===== config.mk =====
export PLATFORM = sky130hd
export DESIGN_NAME = fault_supervisor
export DESIGN_NICKNAME = d
export VERILOG_FILES = /design/src/rtl/fault_pkg.sv /design/src/rtl/flash_if.sv /design/src/rtl/fault_supervisor.sv /design/src/rtl/led_flash_coder.sv
export SDC_FILE = /design/constraint.sdc
export NUM_CORES = 1
export LEC_CHECK = 0
export BUFFER_PORTS_ARGS = -buffer_cell sky130_fd_sc_hd__buf_2
export CORE_ASPECT_RATIO = 1.75
export CORE_MARGIN = 2
export CORE_UTILIZATION = 50
export CTS_CLUSTER_SIZE = 12
export DETAILED_ROUTE_END_ITERATION = 16
export PLACE_DENSITY_LB_ADDON = 0.15
export SLEW_MARGIN = 15
export SYNTH_ARGS = -nofsm -noshare
export SYNTH_HDL_FRONTEND = slang
export SYNTH_SLANG_ARGS = --single-unit

===== constraint.sdc =====
create_clock -name core_clk -period 2.7 [get_ports core_clk]
set_input_delay 0.54 -clock core_clk [delete_from_list [all_inputs] [get_ports core_clk]]
set_output_delay 0.54 -clock core_clk [all_outputs]
set_load 0.05 [all_outputs]

===== src/rtl/fault_pkg.sv =====
// Constants, register map and types of the fault supervisor.
// Assumes one 50 MHz core clock and an APB master with 32-bit data.
//
// Functional notes
// - Idle and ready without error: LED blinks slowly, every two seconds.
// - Firing normally without fault: LED blinks fast, once every 0.6 s.
// - Programming mode is shown as a group of six flashes.
// - After power cycle following an error: one flash, then dark, ready.
// - Faulty pickup signal stops ignition, latches error, two-flash group.
// - Speed below 60 crank or 30 cam revs: error, three-flash group.
// - Start/stop mode, release not opened at start: blocked, three flashes.
// - Speed above overspeed limit: shutdown, latch error, four-flash group.
// - Supply voltage too low: error state, five-flash group.
// - Open primary circuit misfires are counted over a one second window.
// - Misfire rate above limit: shutdown, latch error, six-flash group.
// - Release closed over security speed: blocked till stop, six flashes.
// - Start/stop input acts as external shutdown contact stopping ignition.
// - Error persists until host reset command or power removal.
package fault_pkg;

   // ----------------------------------------------------------------
   // Timing
   // ----------------------------------------------------------------
   localparam int CLK_HZ = 50_000_000;
   localparam int TICK_MS = 100;
   localparam int TICK_CYC = CLK_HZ / 1000 * TICK_MS;
   localparam int SLOW_MS = 2000;
   localparam int FAST_MS = 600;
   localparam int WINDOW_MS = 1000;
   localparam logic [4:0] SLOW_TICKS = 5'(SLOW_MS / TICK_MS);
   localparam logic [4:0] FAST_TICKS = 5'(FAST_MS / TICK_MS);
   localparam logic [4:0] WINDOW_TICKS = 5'(WINDOW_MS / TICK_MS);
   localparam logic [4:0] FLASH_ON_TICKS = 5'h01;
   localparam logic [4:0] FLASH_GAP_TICKS = 5'h02;
   localparam logic [4:0] PAUSE_TICKS = 5'h0A;

   // ----------------------------------------------------------------
   // Speed thresholds and flash counts
   // ----------------------------------------------------------------
   localparam logic [15:0] MIN_CRANK_RPM = 16'd60;
   localparam logic [15:0] MIN_CAM_RPM = 16'd30;
   localparam logic [2:0] FL_PICKUP = 3'h2;
   localparam logic [2:0] FL_SLOW = 3'h3;
   localparam logic [2:0] FL_OVERSPEED = 3'h4;
   localparam logic [2:0] FL_VOLT = 3'h5;
   localparam logic [2:0] FL_SIX = 3'h6;

   // ----------------------------------------------------------------
   // Register map
   // ----------------------------------------------------------------
   localparam logic [7:0] CTRL_OFS = 8'h00;
   localparam logic [7:0] OVERSPEED_OFS = 8'h04;
   localparam logic [7:0] SECURITY_OFS = 8'h08;
   localparam logic [7:0] MISLIMIT_OFS = 8'h0C;
   localparam logic [7:0] STATUS_OFS = 8'h10;
   localparam logic [7:0] IRQSTAT_OFS = 8'h14;
   localparam logic [7:0] IRQMASK_OFS = 8'h18;
   localparam int CTRL_SS_BIT = 0;
   localparam int CTRL_CAM_BIT = 1;
   localparam int CTRL_PROG_BIT = 2;
   localparam int CTRL_RESET_BIT = 3;
   localparam logic [2:0] CTRL_RST_VAL = 3'h0;
   localparam logic [15:0] OVERSPEED_RST_VAL = 16'hFFFF;
   localparam logic [15:0] SECURITY_RST_VAL = 16'hFFFF;
   localparam logic [15:0] MISLIMIT_RST_VAL = 16'hFFFF;
   localparam logic [3:0] IRQ_RST_VAL = 4'h0;

   // LED patterns requested from the coder
   typedef enum logic [2:0] {
      PAT_DARK = 3'h0,
      PAT_SLOW = 3'h1,
      PAT_FAST = 3'h2,
      PAT_GROUP = 3'h3,
      PAT_SINGLE = 3'h4
   } pattern_e;

   // Supervisor states, one-hot
   typedef enum logic [4:0] {
      ST_READY = 5'b00001,
      ST_RUN = 5'b00010,
      ST_ERROR = 5'b00100,
      ST_BLOCKED = 5'b01000,
      ST_WAITSTOP = 5'b10000
   } sup_state_e;

endpackage


===== src/rtl/flash_if.sv =====
// Pattern request and LED level between supervisor and flash coder.
// Assumes both ends run on the same core clock.
`timescale 1ns/1ns
`default_nettype none
interface flash_if;
   import fault_pkg::*;
   pattern_e pattern;
   logic [2:0] count;
   logic tick;
   logic led;
   modport src (output pattern, output count, output tick, input led);
   modport coder (input pattern, input count, input tick, output led);
endinterface
`default_nettype wire


===== src/rtl/fault_supervisor.sv =====
// Fault supervisor: latches ignition errors, gates ignition, APB regs.
// Assumes engine speed, pickup and misfire inputs come from core-clock
// logic; the release contact and low-voltage comparator are pins.
`timescale 1ns/1ns
`default_nettype none
module fault_supervisor import fault_pkg::*; #(
   parameter int TICK_CYCLES = TICK_CYC
) (
   input wire logic core_clk,
   input wire logic rst,
   input wire logic psel,
   input wire logic penable,
   input wire logic pwrite,
   input wire logic [7:0] paddr,
   input wire logic [31:0] pwdata,
   output logic [31:0] prdata,
   output logic pready,
   output logic pslverr,
   input wire logic [15:0] engineSpeed,
   input wire logic engineStopped,
   input wire logic pickupFault,
   input wire logic primaryOpen,
   input wire logic lowVoltagePin,
   input wire logic releaseClosedPin,
   input wire logic errorAtPowerDown,
   output logic ignitionEnable,
   output logic statusLed,
   output logic irq
);

   flash_if fl();
   sup_state_e state_r, state_nxt;
   logic [2:0] ctrl_r;
   logic [15:0] overspeed_r, security_r, misLimit_r;
   logic [3:0] irqStat_r, irqMask_r, events;
   logic [2:0] errCode_r, detCode;
   logic [31:0] tickCnt_r;
   logic [4:0] winCnt_r;
   logic [15:0] misCnt_r;
   logic [1:0] lowSync_r, relSync_r;
   logic powerRestored_r, startSeen_r, ignEn_r, errReset;
   logic relClosed_d_r, errDet, wrEn, mapped;
   logic ssMode, lowVolt, relClosed;

   assign ssMode = ctrl_r[CTRL_SS_BIT];
   assign lowVolt = lowSync_r[1];
   assign relClosed = relSync_r[1];

   // ----------------------------------------------------------------
   // Pin synchronisers and time base
   // ----------------------------------------------------------------
   always_ff @(posedge core_clk) begin
      if (rst) begin
         lowSync_r <= 2'b00;
         relSync_r <= 2'b00;
      end else begin
         lowSync_r <= {lowSync_r[0], lowVoltagePin};
         relSync_r <= {relSync_r[0], releaseClosedPin};
      end
   end

   // 100 ms tick for LED timing and the misfire window
   always_ff @(posedge core_clk) begin
      if (rst || tickCnt_r == 32'(TICK_CYCLES - 1)) begin
         tickCnt_r <= 32'h0;
      end else begin
         tickCnt_r <= tickCnt_r + 32'h1;
      end
   end
   assign fl.tick = (tickCnt_r == 32'(TICK_CYCLES - 1));

   // ----------------------------------------------------------------
   // Misfire rate over a one second window
   // ----------------------------------------------------------------
   // count open-primary misfires
   always_ff @(posedge core_clk) begin
      if (rst) begin
         winCnt_r <= 5'h00;
         misCnt_r <= 16'h0;
      end else if (fl.tick && winCnt_r == WINDOW_TICKS - 5'h01) begin
         winCnt_r <= 5'h00;
         misCnt_r <= 16'(primaryOpen);
      end else begin
         if (fl.tick) begin
            winCnt_r <= winCnt_r + 5'h01;
         end
         if (primaryOpen && misCnt_r != 16'hFFFF) begin
            misCnt_r <= misCnt_r + 16'h1;
         end
      end
   end

   // ----------------------------------------------------------------
   // Fault detection, fixed priority within one cycle
   // ----------------------------------------------------------------
   always_comb begin
      detCode = 3'h0;
      if (pickupFault) begin
         detCode = FL_PICKUP;
      end else if (!engineStopped && state_r == ST_RUN &&
                   engineSpeed < (ctrl_r[CTRL_CAM_BIT] ?
                                  MIN_CAM_RPM : MIN_CRANK_RPM)) begin
         detCode = FL_SLOW;
      end else if (engineSpeed > overspeed_r) begin
         detCode = FL_OVERSPEED;
      end else if (lowVolt) begin
         detCode = FL_VOLT;
      end else if (misCnt_r > misLimit_r) begin
         detCode = FL_SIX;
      end
   end
   assign errDet = (detCode != 3'h0);

   // ----------------------------------------------------------------
   // Supervisor state machine
   // ----------------------------------------------------------------
   always_comb begin
      state_nxt = state_r;
      case (state_r)
         ST_READY: begin
            if (errDet) begin
               state_nxt = ST_ERROR;
            end else if (!engineStopped) begin
               state_nxt = (ssMode && relClosed) ? ST_BLOCKED : ST_RUN;
            end
         end
         ST_RUN: begin
            if (errDet) begin
               state_nxt = ST_ERROR;
            end else if (engineStopped) begin
               state_nxt = ST_READY;
            end else if (ssMode && relClosed && !relClosed_d_r &&
                         engineSpeed > security_r) begin
               state_nxt = ST_WAITSTOP;
            end
         end
         ST_BLOCKED, ST_WAITSTOP: begin
            if (errDet) begin
               state_nxt = ST_ERROR;
            end else if (engineStopped) begin
               state_nxt = ST_READY;
            end
         end
         // only the host reset leaves the error state
         ST_ERROR: begin
            if (errReset) begin
               state_nxt = ST_READY;
            end
         end
         default: state_nxt = ST_READY;
      endcase
   end

   always_ff @(posedge core_clk) begin
      if (rst) begin
         state_r <= ST_READY;
      end else begin
         state_r <= state_nxt;
      end
   end

   always_ff @(posedge core_clk) begin
      if (rst) begin
         errCode_r <= 3'h0;
      end else if (state_r == ST_ERROR) begin
         if (errReset) begin
            errCode_r <= 3'h0;
         end
      end else if (errDet) begin
         errCode_r <= detCode;
      end
   end

   // Power-down strap caught one edge after reset release
   always_ff @(posedge core_clk) begin
      if (rst) begin
         startSeen_r <= 1'b0;
         powerRestored_r <= 1'b0;
      end else begin
         startSeen_r <= 1'b1;
         // flag a restart that cleared an error
         if (!startSeen_r) begin
            powerRestored_r <= errorAtPowerDown;
         end else if (state_r != ST_READY) begin
            powerRestored_r <= 1'b0;
         end
      end
   end

   // Ignition gate, registered
   always_ff @(posedge core_clk) begin
      if (rst) begin
         ignEn_r <= 1'b0;
      end else begin
         ignEn_r <= (state_nxt == ST_RUN) && !(ssMode && relClosed);
      end
   end
   assign ignitionEnable = ignEn_r;

   // ----------------------------------------------------------------
   // LED pattern selection
   // ----------------------------------------------------------------
   always_comb begin
      fl.pattern = PAT_SLOW;
      fl.count = 3'h0;
      case (state_r)
         ST_ERROR: begin
            fl.pattern = PAT_GROUP;
            fl.count = errCode_r;
         end
         ST_BLOCKED: begin
            fl.pattern = PAT_GROUP;
            fl.count = FL_SLOW;
         end
         ST_WAITSTOP: begin
            fl.pattern = PAT_GROUP;
            fl.count = FL_SIX;
         end
         ST_RUN: fl.pattern = PAT_FAST;
         default: begin
            if (ctrl_r[CTRL_PROG_BIT]) begin
               fl.pattern = PAT_GROUP;
               fl.count = FL_SIX;
            end else if (powerRestored_r) begin
               fl.pattern = PAT_SINGLE;
            end
         end
      endcase
   end

   led_flash_coder coder (
      .core_clk(core_clk),
      .rst(rst),
      .fl(fl.coder)
   );
   assign statusLed = fl.led;

   // ----------------------------------------------------------------
   // APB slave and interrupts
   // ----------------------------------------------------------------
   assign pready = 1'b1;
   assign wrEn = psel && penable && pwrite;
   assign mapped = (paddr == CTRL_OFS) || (paddr == OVERSPEED_OFS) ||
                   (paddr == SECURITY_OFS) || (paddr == MISLIMIT_OFS) ||
                   (paddr == STATUS_OFS) || (paddr == IRQSTAT_OFS) ||
                   (paddr == IRQMASK_OFS);
   assign pslverr = psel && penable && !mapped;
   // reset-errors command arrives as a write-one bit
   assign errReset = wrEn && paddr == CTRL_OFS && pwdata[CTRL_RESET_BIT];

   always_ff @(posedge core_clk) begin
      if (rst) begin
         ctrl_r <= CTRL_RST_VAL;
         overspeed_r <= OVERSPEED_RST_VAL;
         security_r <= SECURITY_RST_VAL;
         misLimit_r <= MISLIMIT_RST_VAL;
         irqMask_r <= IRQ_RST_VAL;
      end else if (wrEn) begin
         case (paddr)
            CTRL_OFS: ctrl_r <= pwdata[2:0];
            OVERSPEED_OFS: overspeed_r <= pwdata[15:0];
            SECURITY_OFS: security_r <= pwdata[15:0];
            MISLIMIT_OFS: misLimit_r <= pwdata[15:0];
            IRQMASK_OFS: irqMask_r <= pwdata[3:0];
            default: ;
         endcase
      end
   end

   // Read data captured in the setup cycle
   always_ff @(posedge core_clk) begin
      if (rst) begin
         prdata <= 32'h0;
      end else if (psel && !penable) begin
         case (paddr)
            CTRL_OFS: prdata <= {29'h0, ctrl_r};
            OVERSPEED_OFS: prdata <= {16'h0, overspeed_r};
            SECURITY_OFS: prdata <= {16'h0, security_r};
            MISLIMIT_OFS: prdata <= {16'h0, misLimit_r};
            STATUS_OFS: prdata <= {20'h0, misCnt_r[7:0], ignEn_r,
                                   errCode_r};
            IRQSTAT_OFS: prdata <= {28'h0, irqStat_r};
            IRQMASK_OFS: prdata <= {28'h0, irqMask_r};
            default: prdata <= 32'h0;
         endcase
      end
   end

   // Contact one cycle back; resets to the open level, so no false edge
   always_ff @(posedge core_clk) begin
      if (rst) begin
         relClosed_d_r <= 1'b0;
      end else begin
         relClosed_d_r <= relClosed;
      end
   end

   // Events: error entry, blocked, wait-stop, misfire seen
   assign events = {primaryOpen,
                    state_nxt == ST_WAITSTOP && state_r != ST_WAITSTOP,
                    state_nxt == ST_BLOCKED && state_r != ST_BLOCKED,
                    state_nxt == ST_ERROR && state_r != ST_ERROR};

   // Set beats write-one-to-clear in the same cycle
   always_ff @(posedge core_clk) begin
      if (rst) begin
         irqStat_r <= IRQ_RST_VAL;
      end else begin
         irqStat_r <= events | (irqStat_r &
                      ~((wrEn && paddr == IRQSTAT_OFS) ? pwdata[3:0] : 4'h0));
      end
   end
   assign irq = |(irqStat_r & irqMask_r);
endmodule
`default_nettype wire


===== src/rtl/led_flash_coder.sv =====
// Status LED flash coder: blink rates, flash groups and single flash.
// Assumes a one-cycle tick enable every 100 ms from the supervisor.
`timescale 1ns/1ns
`default_nettype none
module led_flash_coder import fault_pkg::*; (
   input wire logic core_clk,
   input wire logic rst,
   flash_if.coder fl
);

   logic [4:0] phase_r;
   logic [2:0] flashNo_r;
   logic single_r;
   logic led_r;
   pattern_e lastPat_r;
   logic [4:0] period;

   // Period of the current repeating pattern
   always_comb begin
      case (fl.pattern)
         PAT_SLOW: period = SLOW_TICKS;
         PAT_FAST: period = FAST_TICKS;
         default: period = FLASH_ON_TICKS + FLASH_GAP_TICKS;
      endcase
   end

   // ----------------------------------------------------------------
   // Pattern sequencer
   // ----------------------------------------------------------------
   // Restart on a pattern change; a count change within PAT_GROUP keeps the current group running
   always_ff @(posedge core_clk) begin
      if (rst) begin
         phase_r <= 5'h00;
         flashNo_r <= 3'h0;
         single_r <= 1'b0;
         lastPat_r <= PAT_DARK;
      end else if (fl.pattern != lastPat_r) begin
         lastPat_r <= fl.pattern;
         phase_r <= 5'h00;
         flashNo_r <= 3'h0;
         single_r <= 1'b0;
      end else if (fl.tick) begin
         if (fl.pattern == PAT_GROUP && flashNo_r == fl.count) begin
            if (phase_r == PAUSE_TICKS - 5'h01) begin
               phase_r <= 5'h00;
               flashNo_r <= 3'h0;
            end else begin
               phase_r <= phase_r + 5'h01;
            end
         end else if (phase_r == period - 5'h01) begin
            phase_r <= 5'h00;
            if (fl.pattern == PAT_GROUP) begin
               flashNo_r <= flashNo_r + 3'h1;
            end
            if (fl.pattern == PAT_SINGLE) begin
               single_r <= 1'b1;
            end
         end else begin
            phase_r <= phase_r + 5'h01;
         end
      end
   end

   // LED level, registered
   always_ff @(posedge core_clk) begin
      if (rst) begin
         led_r <= 1'b0;
      end else begin
         case (fl.pattern)
            PAT_SLOW, PAT_FAST: led_r <= (phase_r < FLASH_ON_TICKS);
            PAT_GROUP: led_r <= (flashNo_r != fl.count) &&
                                (phase_r < FLASH_ON_TICKS);
            PAT_SINGLE: led_r <= !single_r && (phase_r < FLASH_ON_TICKS);
            default: led_r <= 1'b0;
         endcase
      end
   end

   assign fl.led = led_r;
endmodule
`default_nettype wire


==> results of run 1 <==
[kinds of logic (layout without fill, tap and decap cells)]
group                    after synthesis  count (layout)  synth area share, %
adder cells (fa/ha/maj)               56              56                 8.07
flip-flops                           157             157                 36.2
AND/OR/NAND/NOR                      421             421                 23.9
other                                  2              17               0.0865
multiplexers                          15              15                 1.79
AO/OA/AOI/OAI                        209             209                 17.0
buffers and inverters                137             226                 7.18
XOR/XNOR                              57              57                 5.75
[timing repair]
action / 4_1_cts / 5_1_grt
endpoints found under the setup margin: 0 / 14
resized for setup: 0 / 15
buffers inserted: 0 / 3
[layout by cell type, fill, tap and decap left out, types with 23 or more instances in the layout]
cell type	n
dfxtp_1	156
buf_2	70
nand3_1	34
ha_1	51
o21ai_0	27
xor2_1	39
nor2_1	110
buf_4	55
o211ai_1	54
a21oi_1	46
nor3_1	23
inv_1	60
nand2_1	123
nand4_1	33
[layer usage]
metal  global-route usage, %  vias up  share of wire (%)  routed length (um)
met5                       0        -                  0                   0
met4                    15.3        0                4.9                1160
met3                    3.84       55                2.8                 659
met2                    51.3      150                 55               13000
met1                    25.8     3640                 37                8860
li1                        -     3883                  -                   -
[cell type report]
cell class | count | area, um2
Clock buffer | 20 | 457
Fill cell | 1567 | 6750
Clock inverter | 12 | 185
Sequential cell | 157 | 3140
Inverter | 66 | 248
Tap cell | 227 | 284
Timing Repair Buffer | 128 | 823
Multi-Input combinational cell | 775 | 5050
[sequential cells by signal, indices dropped and copies added, names as in the netlist, 5 cells and up]
register       cells
winCnt_r           5
coder.phase_r      5
prdata            16
misCnt_r          16
state_r            5
security_r        16
misLimit_r        16
overspeed_r       16
tickCnt_r         32
[critical path: cells and delay by family (launching register included)]
family | cells | cell delay, ns
compound gates | 4 | 0.79
fa+ha+maj | 1 | 0.29
buf+inv | 1 | 0.05
flops | 1 | 0.33
simple gates | 3 | 1.06
[power by group through the flow]
stage / combinational [mW] / clock [mW] / sequential, mW
6_report: 0.548 / 2.61 / 2.39
4_1_cts: 0.537 / 2.64 / 2.39
2_1_floorplan: 0.339 / 0 / 2.47
5_1_grt: 0.593 / 2.72 / 2.40
3_5_place_dp: 0.535 / 0 / 2.45
3_3_place_gp: 0.531 / 0 / 2.45
[path summary, 6_finish.rpt]
kind / from / endpoint / slack, ns / depth (start not counted)
worst max-delay path: overspeed_r[12]$_SDFFE_PP1P_ / ignitionEnable$_SDFF_PP0_ / 0.07 / 9
worst max register to register: overspeed_r[12]$_SDFFE_PP1P_ / ignitionEnable$_SDFF_PP0_ / 0.07 / 9
worst min-delay path: lowVoltagePin / lowSync_r[0]$_SDFF_PP0_ / 0.30 / 2
worst min register to register: coder.single_r$_SDFFE_PP0P_ / coder.fl.led$_SDFF_PP0_ / 0.43 / 1
==> impl_metrics.csv, run 1 <==
group,metric,value,unit
status,status,"finished, final reports clean",
layout,drive_above_1_share,17.4,%
yosys,yosys_register_bits,157,
global_routing,grt_pass1_vias,7439,
timing,setup_viol,0,
timing,fin_hold_ws,0.302,ns
power_and_ir_drop,comb_power_share,9.9,%
floorplan,io_pins,104,
clock_network,cts_hold_buf,0,
worst_hold_path,hold_class,"input pin to register",
global_routing,grt_use_total,26.1,%
critical_path,max_stage_delay,0.56,ns
power_and_ir_drop,p_leak,4.52,nW
timing,worst_clock_skew,0.00833,ns
layout,area_delta_synth_final,17.5,%
critical_path,required,3.05,ns
place,place_inst,1350,
timing,hold_viol_final,0,
power_and_ir_drop,swShare,25.4,%
detailed_routing,drc,0,
layout,final_cells,1385,
floorplan,rows,63,
yosys,ys_warn_count,0,
floorplan,core,0.0169,mm2
clock_network,numCtsBuffers,17,
global_routing,grt_max_degree,41,
critical_path,endpoint_kind,"register",
yosys,async_reset_ff_share,0,%
timing,fmax,381,MHz
clock_network,clkSinkCount,157,
place,io_buffers,70,
detailed_routing,drt-initial-drc-count,241,
global_routing,grt_first_pass_wirelength,37.4,mm
place,hpwl,18.1,mm
critical_path,critPathKind,"register to register",
clock_network,clk_path_buf_depth,2,
layout,fin_nets,1268,
detailed_routing,drt-vias-per-instance,5.58,
floorplan,die_x,104,um
timing,relSlewSlack,54.0,%
timing,fin_crit_sh,97.3,%
floorplan,die-area,0.0185,mm2
place,preCtsSetupSlack,-0.211,ns
clock_network,clk-insertion-delay-late,0.44,ns
yosys,synth_common_cells,"157 x dfxtp_1, 123 x nand2_1, 110 x nor2_1",
detailed_routing,vias,7728,
timing,slew_viol_final,0,
yosys,yosysSeqAreaShare,36.2,%
detailed_routing,drt_pass1_iterations,5,
timing,worst_pin_slew,0.685,ns
critical_path,worst_ep_arrival_time,2.98,ns
layout,antenna_cells,0,
timing,period_minus_slack,2.63,ns
power_and_ir_drop,p_int,4.14,mW
floorplan,initial_core_util,51.2,%
clock_network,clock-root-buffer,"clkbuf_16",
floorplan,fp.dieH,178,um
clock_network,cts_tree,"done",
critical_path,startpoint_type,"register",
yosys,synth_ff_type,"dfxtp_1",
clock_network,path_clk_slew,0.07,ns
yosys,syn-cell-area,0.00868,mm2
power_and_ir_drop,ir_worst_vdd,0.408,mV
power_and_ir_drop,clkPwrFrac,47.0,%
critical_path,path_cells,"inv_2 > ha_1 > nand4_2 > or4_4 > or3_1 > o31a_2 > a211oi_4 > o211ai_4 > a221oi_2",
yosys,netlist_instances,1054,
yosys,synth_top_area_share,36.2,%
critical_path,cp_slowest_cell,"or4_4",
global_routing,overflow,0,
detailed_routing,ant_nets,0,
flow_run,maxCapViolations,0,
yosys,syn_avg_cell_area,8.23,um2
power_and_ir_drop,p_switching,1.41,mW
power_and_ir_drop,power.density,545,mW/mm2
detailed_routing,wire_per_inst,17.1,um
yosys,synth_largest_area_cell,"dfxtp_1",
yosys,synthDistinctLibCells,79,
detailed_routing,wl,23.7,mm
yosys,synth.top_cells.by_area,"dfxtp_1 36%, ha_1 8.1%, nand2_1 5.3%, nor2_1 4.8%, o211ai_1 4.7%",
clock_network,cts_max_level,4,
place,place_area,0.00946,mm2
place,gp_congestion,0.928,
yosys,synth_edf_count,0,
layout,post-route-util,60.2,%
yosys,post-synth-top-count-cell,"dfxtp_1",
global_routing,antenna_found_initial,0,
timing,finalWorstSetupSlack,0.0724,ns
layout,fin_area,0.0102,mm2
timing,rsz0062_at_grt,"false",
power_and_ir_drop,p_total,5.55,mW
power_and_ir_drop,power_frac_seq,43.1,%
timing,setup_tns,0,ns
critical_path,worstPathMaxFanout,4,
No activity file was read; power rests on OpenSTA's default activity.
==> run 2: changes to the inputs <==
--- a/config.mk
+++ b/config.mk
@@ -11,6 +11,7 @@
 export CORE_UTILIZATION = 50
 export CTS_CLUSTER_SIZE = 12
 export DETAILED_ROUTE_END_ITERATION = 16
+export MAX_ROUTING_LAYER = met4
 export PLACE_DENSITY_LB_ADDON = 0.15
 export SLEW_MARGIN = 15
 export SYNTH_ARGS = -nofsm -noshare
==> constraint.sdc (replaced) <==
create_clock -name core_clk -period 2.3 [get_ports core_clk]
set_input_delay 0.46 -clock core_clk [delete_from_list [all_inputs] [get_ports core_clk]]
set_output_delay 0.46 -clock core_clk [all_outputs]
set_load 0.05 [all_outputs]
==> run 2 against run 1 <==
Net effect: the run now ends with setup timing left; largest cell class unchanged; worst setup slack worse by 0.26 ns; critical path type unchanged; sequential share of layout area down 2.8 points; clock skew up 0.0012 ns; global-route usage up 2.0 points; fmax up 5.6%; cell count up 7.6%; register-to-register slack worse by 0.26 ns; utilization up 6.5 points; largest power group unchanged; sequential cell count unchanged.
==> impl_metrics.csv, run 2 (same netlist as run 1, synthesis figures left out) <==
group,metric,value,unit
power_and_ir_drop,power.density,571,mW/mm2
layout,final_common_cell,"buf_4",
floorplan,die_x,104,um
detailed_routing,drt_pass1_iterations,7,
critical_path,path_cells,"inv_2 > ha_4 > nand2_1 > or4_4 > or3_4 > o31a_4 > a211oi_4 > o211ai_4 > a221oi_2",
detailed_routing,vias,8275,
floorplan,initial_core_util,51.2,%
clock_network,clk_path_buf_depth,2,
critical_path,timing.rr.start,"overspeed_r[7]$_SDFFE_PP1P_",
floorplan,io_pins,104,
timing,fin_crit_sh,108,%
clock_network,clock-root-buffer,"clkbuf_16",
layout,top_register,"tickCnt_r",
timing,relSlewSlack,54.9,%
critical_path,cp_top_family,"simple AND/OR/NAND/NOR gates",
global_routing,use_met1,25.4,%
timing,rsz0062_at_grt,"true",
layout,drive_above_1_share,28.4,%
critical_path,crit_buf_inv,1,
critical_path,r2r_end,"ignitionEnable$_SDFF_PP0_",
clock_network,cts_max_level,4,
critical_path,required,2.65,ns
power_and_ir_drop,ir_worst_vdd,0.514,mV
critical_path,endpoint_kind,"register",
critical_path,startpoint_type,"register",
global_routing,grt_max_degree,41,
critical_path,worstPathMaxFanout,4,
critical_path,cp-endpoint,"ignitionEnable$_SDFF_PP0_",
critical_path,critPathKind,"register to register",
critical_path,cp_slowest_cell,"or4_4",
global_routing,overflow,0,
timing,slew_viol_final,0,
layout,layout_common_cells,"154 x buf_4, 142 x dfxtp_1, 122 x nand2_1",
clock_network,clkSinkCount,157,
flow_run,maxCapViolations,0,
detailed_routing,drc,0,
clock_network,cts_hold_buf,0,
global_routing,grt_use_met2,54.9,%
timing,worst_clock_skew,0.00948,ns
worst_hold_path,hold_class,"input pin to register",
critical_path,max_stage_delay,0.53,ns
layout,fin_area,0.0113,mm2
floorplan,rows,63,
detailed_routing,drt-vias-per-instance,5.55,
timing,hold_viol_final,0,
clock_network,cts_tree,"done",
timing,period_minus_slack,2.49,ns
timing,setup_viol,10,
status,status,"finished with violations",
layout,fill_cells,1439,
global_routing,grt_use_total,28.1,%
critical_path,rrSetupSlack,-0.19,ns
layout,largest_reg_flops,32,
timing,finalWorstSetupSlack,-0.188,ns
place,hpwl,19.3,mm
detailed_routing,wire_per_inst,17.0,um
status,failed_checks,"setup timing",
clock_network,numCtsBuffers,17,
place,io_buffers,70,
detailed_routing,wl,25.3,mm
clock_network,clk-insertion-delay-late,0.43,ns
floorplan,die-area,0.0185,mm2
global_routing,grt-busiest-layer,"met2",
layout,fin_nets,1372,
layout,area_delta_synth_final,30.1,%
critical_path,startpoint,"overspeed_r[7]$_SDFFE_PP1P_",
floorplan,core,0.0169,mm2
global_routing,antenna_found_initial,1,
timing,fmax,402,MHz
power_and_ir_drop,p_leak,5.03,nW
global_routing,grt_first_pass_wirelength,39.7,mm
timing,worst_pin_slew,0.659,ns
timing,fin_hold_ws,0.250,ns
global_routing,grt_pass1_vias,8162,
detailed_routing,drt-initial-drc-count,389,
floorplan,fp.dieH,178,um
critical_path,cp.depth,9,
clock_network,path_clk_slew,0.07,ns
place,gp_congestion,0.920,
place,place_area,0.0103,mm2
global_routing,use_met3,4.20,%
critical_path,worst_ep_arrival_time,2.84,ns
detailed_routing,ant_nets,0,
critical_path,r2r_cells,9,
==> run 2: changes by cell type in the layout (fill, tap and decap cells not counted), sizes merged <==
cell    before  now
buf        128  232
bufinv       4    2
clkbuf      20   17
clkinv       3    2
diode        0    1
inv         67   73
==> run 2: power breakdown <==
part	switching (mW)	total, mW	internal, mW	leakage [nW]
combinational	0.460	0.728	0.269	3.48
sequential	0.0465	2.81	2.76	1.27
clock	1.27	2.91	1.64	0.283
==> run 2: cell type report <==
type                    count  area [um2]  area share [%]
diodes                      1        2.50          0.0222
clock buffers              17         425            3.77
clock inverters            15         176            1.56
inverters                  66         248            2.19
multi-input cells         775        5340            47.3
flip-flops and latches    157        3160            28.0
well taps                 227         284            2.52
repair buffers            232        1650            14.6
==> run 2: worst min path at each step <==
| stage | from | endpoint | slack [ns] | cells past startpoint |
|---|---|---|---|---|
| after floorplan | coder.single_r$_SDFFE_PP0P_ | coder.fl.led$_SDFF_PP0_ | 0.41 | 1 |
| after global placement | relSync_r[0]$_SDFF_PP0_ | relSync_r[1]$_SDFF_PP0_ | 0.42 | 1 |
| after detailed placement | coder.single_r$_SDFFE_PP0P_ | coder.fl.led$_SDFF_PP0_ | 0.42 | 1 |
| after CTS | lowVoltagePin | lowSync_r[0]$_SDFF_PP0_ | 0.23 | 2 |
| after global routing | lowVoltagePin | lowSync_r[0]$_SDFF_PP0_ | 0.26 | 2 |
| final | releaseClosedPin | relSync_r[0]$_SDFF_PP0_ | 0.25 | 2 |
==> run 2: what timing repair did <==
action,4_1_cts,5_1_grt
pin swaps,10,21
setup buffers,5,6
hold endpoints to repair,0,0
resized for setup,23,57
endpoints found under the setup margin,19,31
==> run 2: per-stage QoR <==
stage | setup TNS (ns) | instances | setup WS (ns) | total power [mW] | util [%]
after floorplan | -0.998 | 1069 | -0.184 | 3.30 | -
after global routing | -1.80 | 1490 | -0.276 | 6.65 | 66.6
after CTS | -1.39 | 1483 | -0.208 | 6.45 | 64.8
after detailed placement | -8.80 | 1446 | -0.461 | 3.56 | 60.6
after global placement | -7.67 | 1446 | -0.425 | 3.55 | 60.6
final | -1.06 | 1490 | -0.188 | 6.45 | 66.6
==> run 2: per-layer routing <==
metal / wire, um / up-vias
met4: 1380 / 0
met3: 817 / 95
li1: - / 4088
met2: 14100 / 199
met1: 8960 / 3893
met5: 0 / -
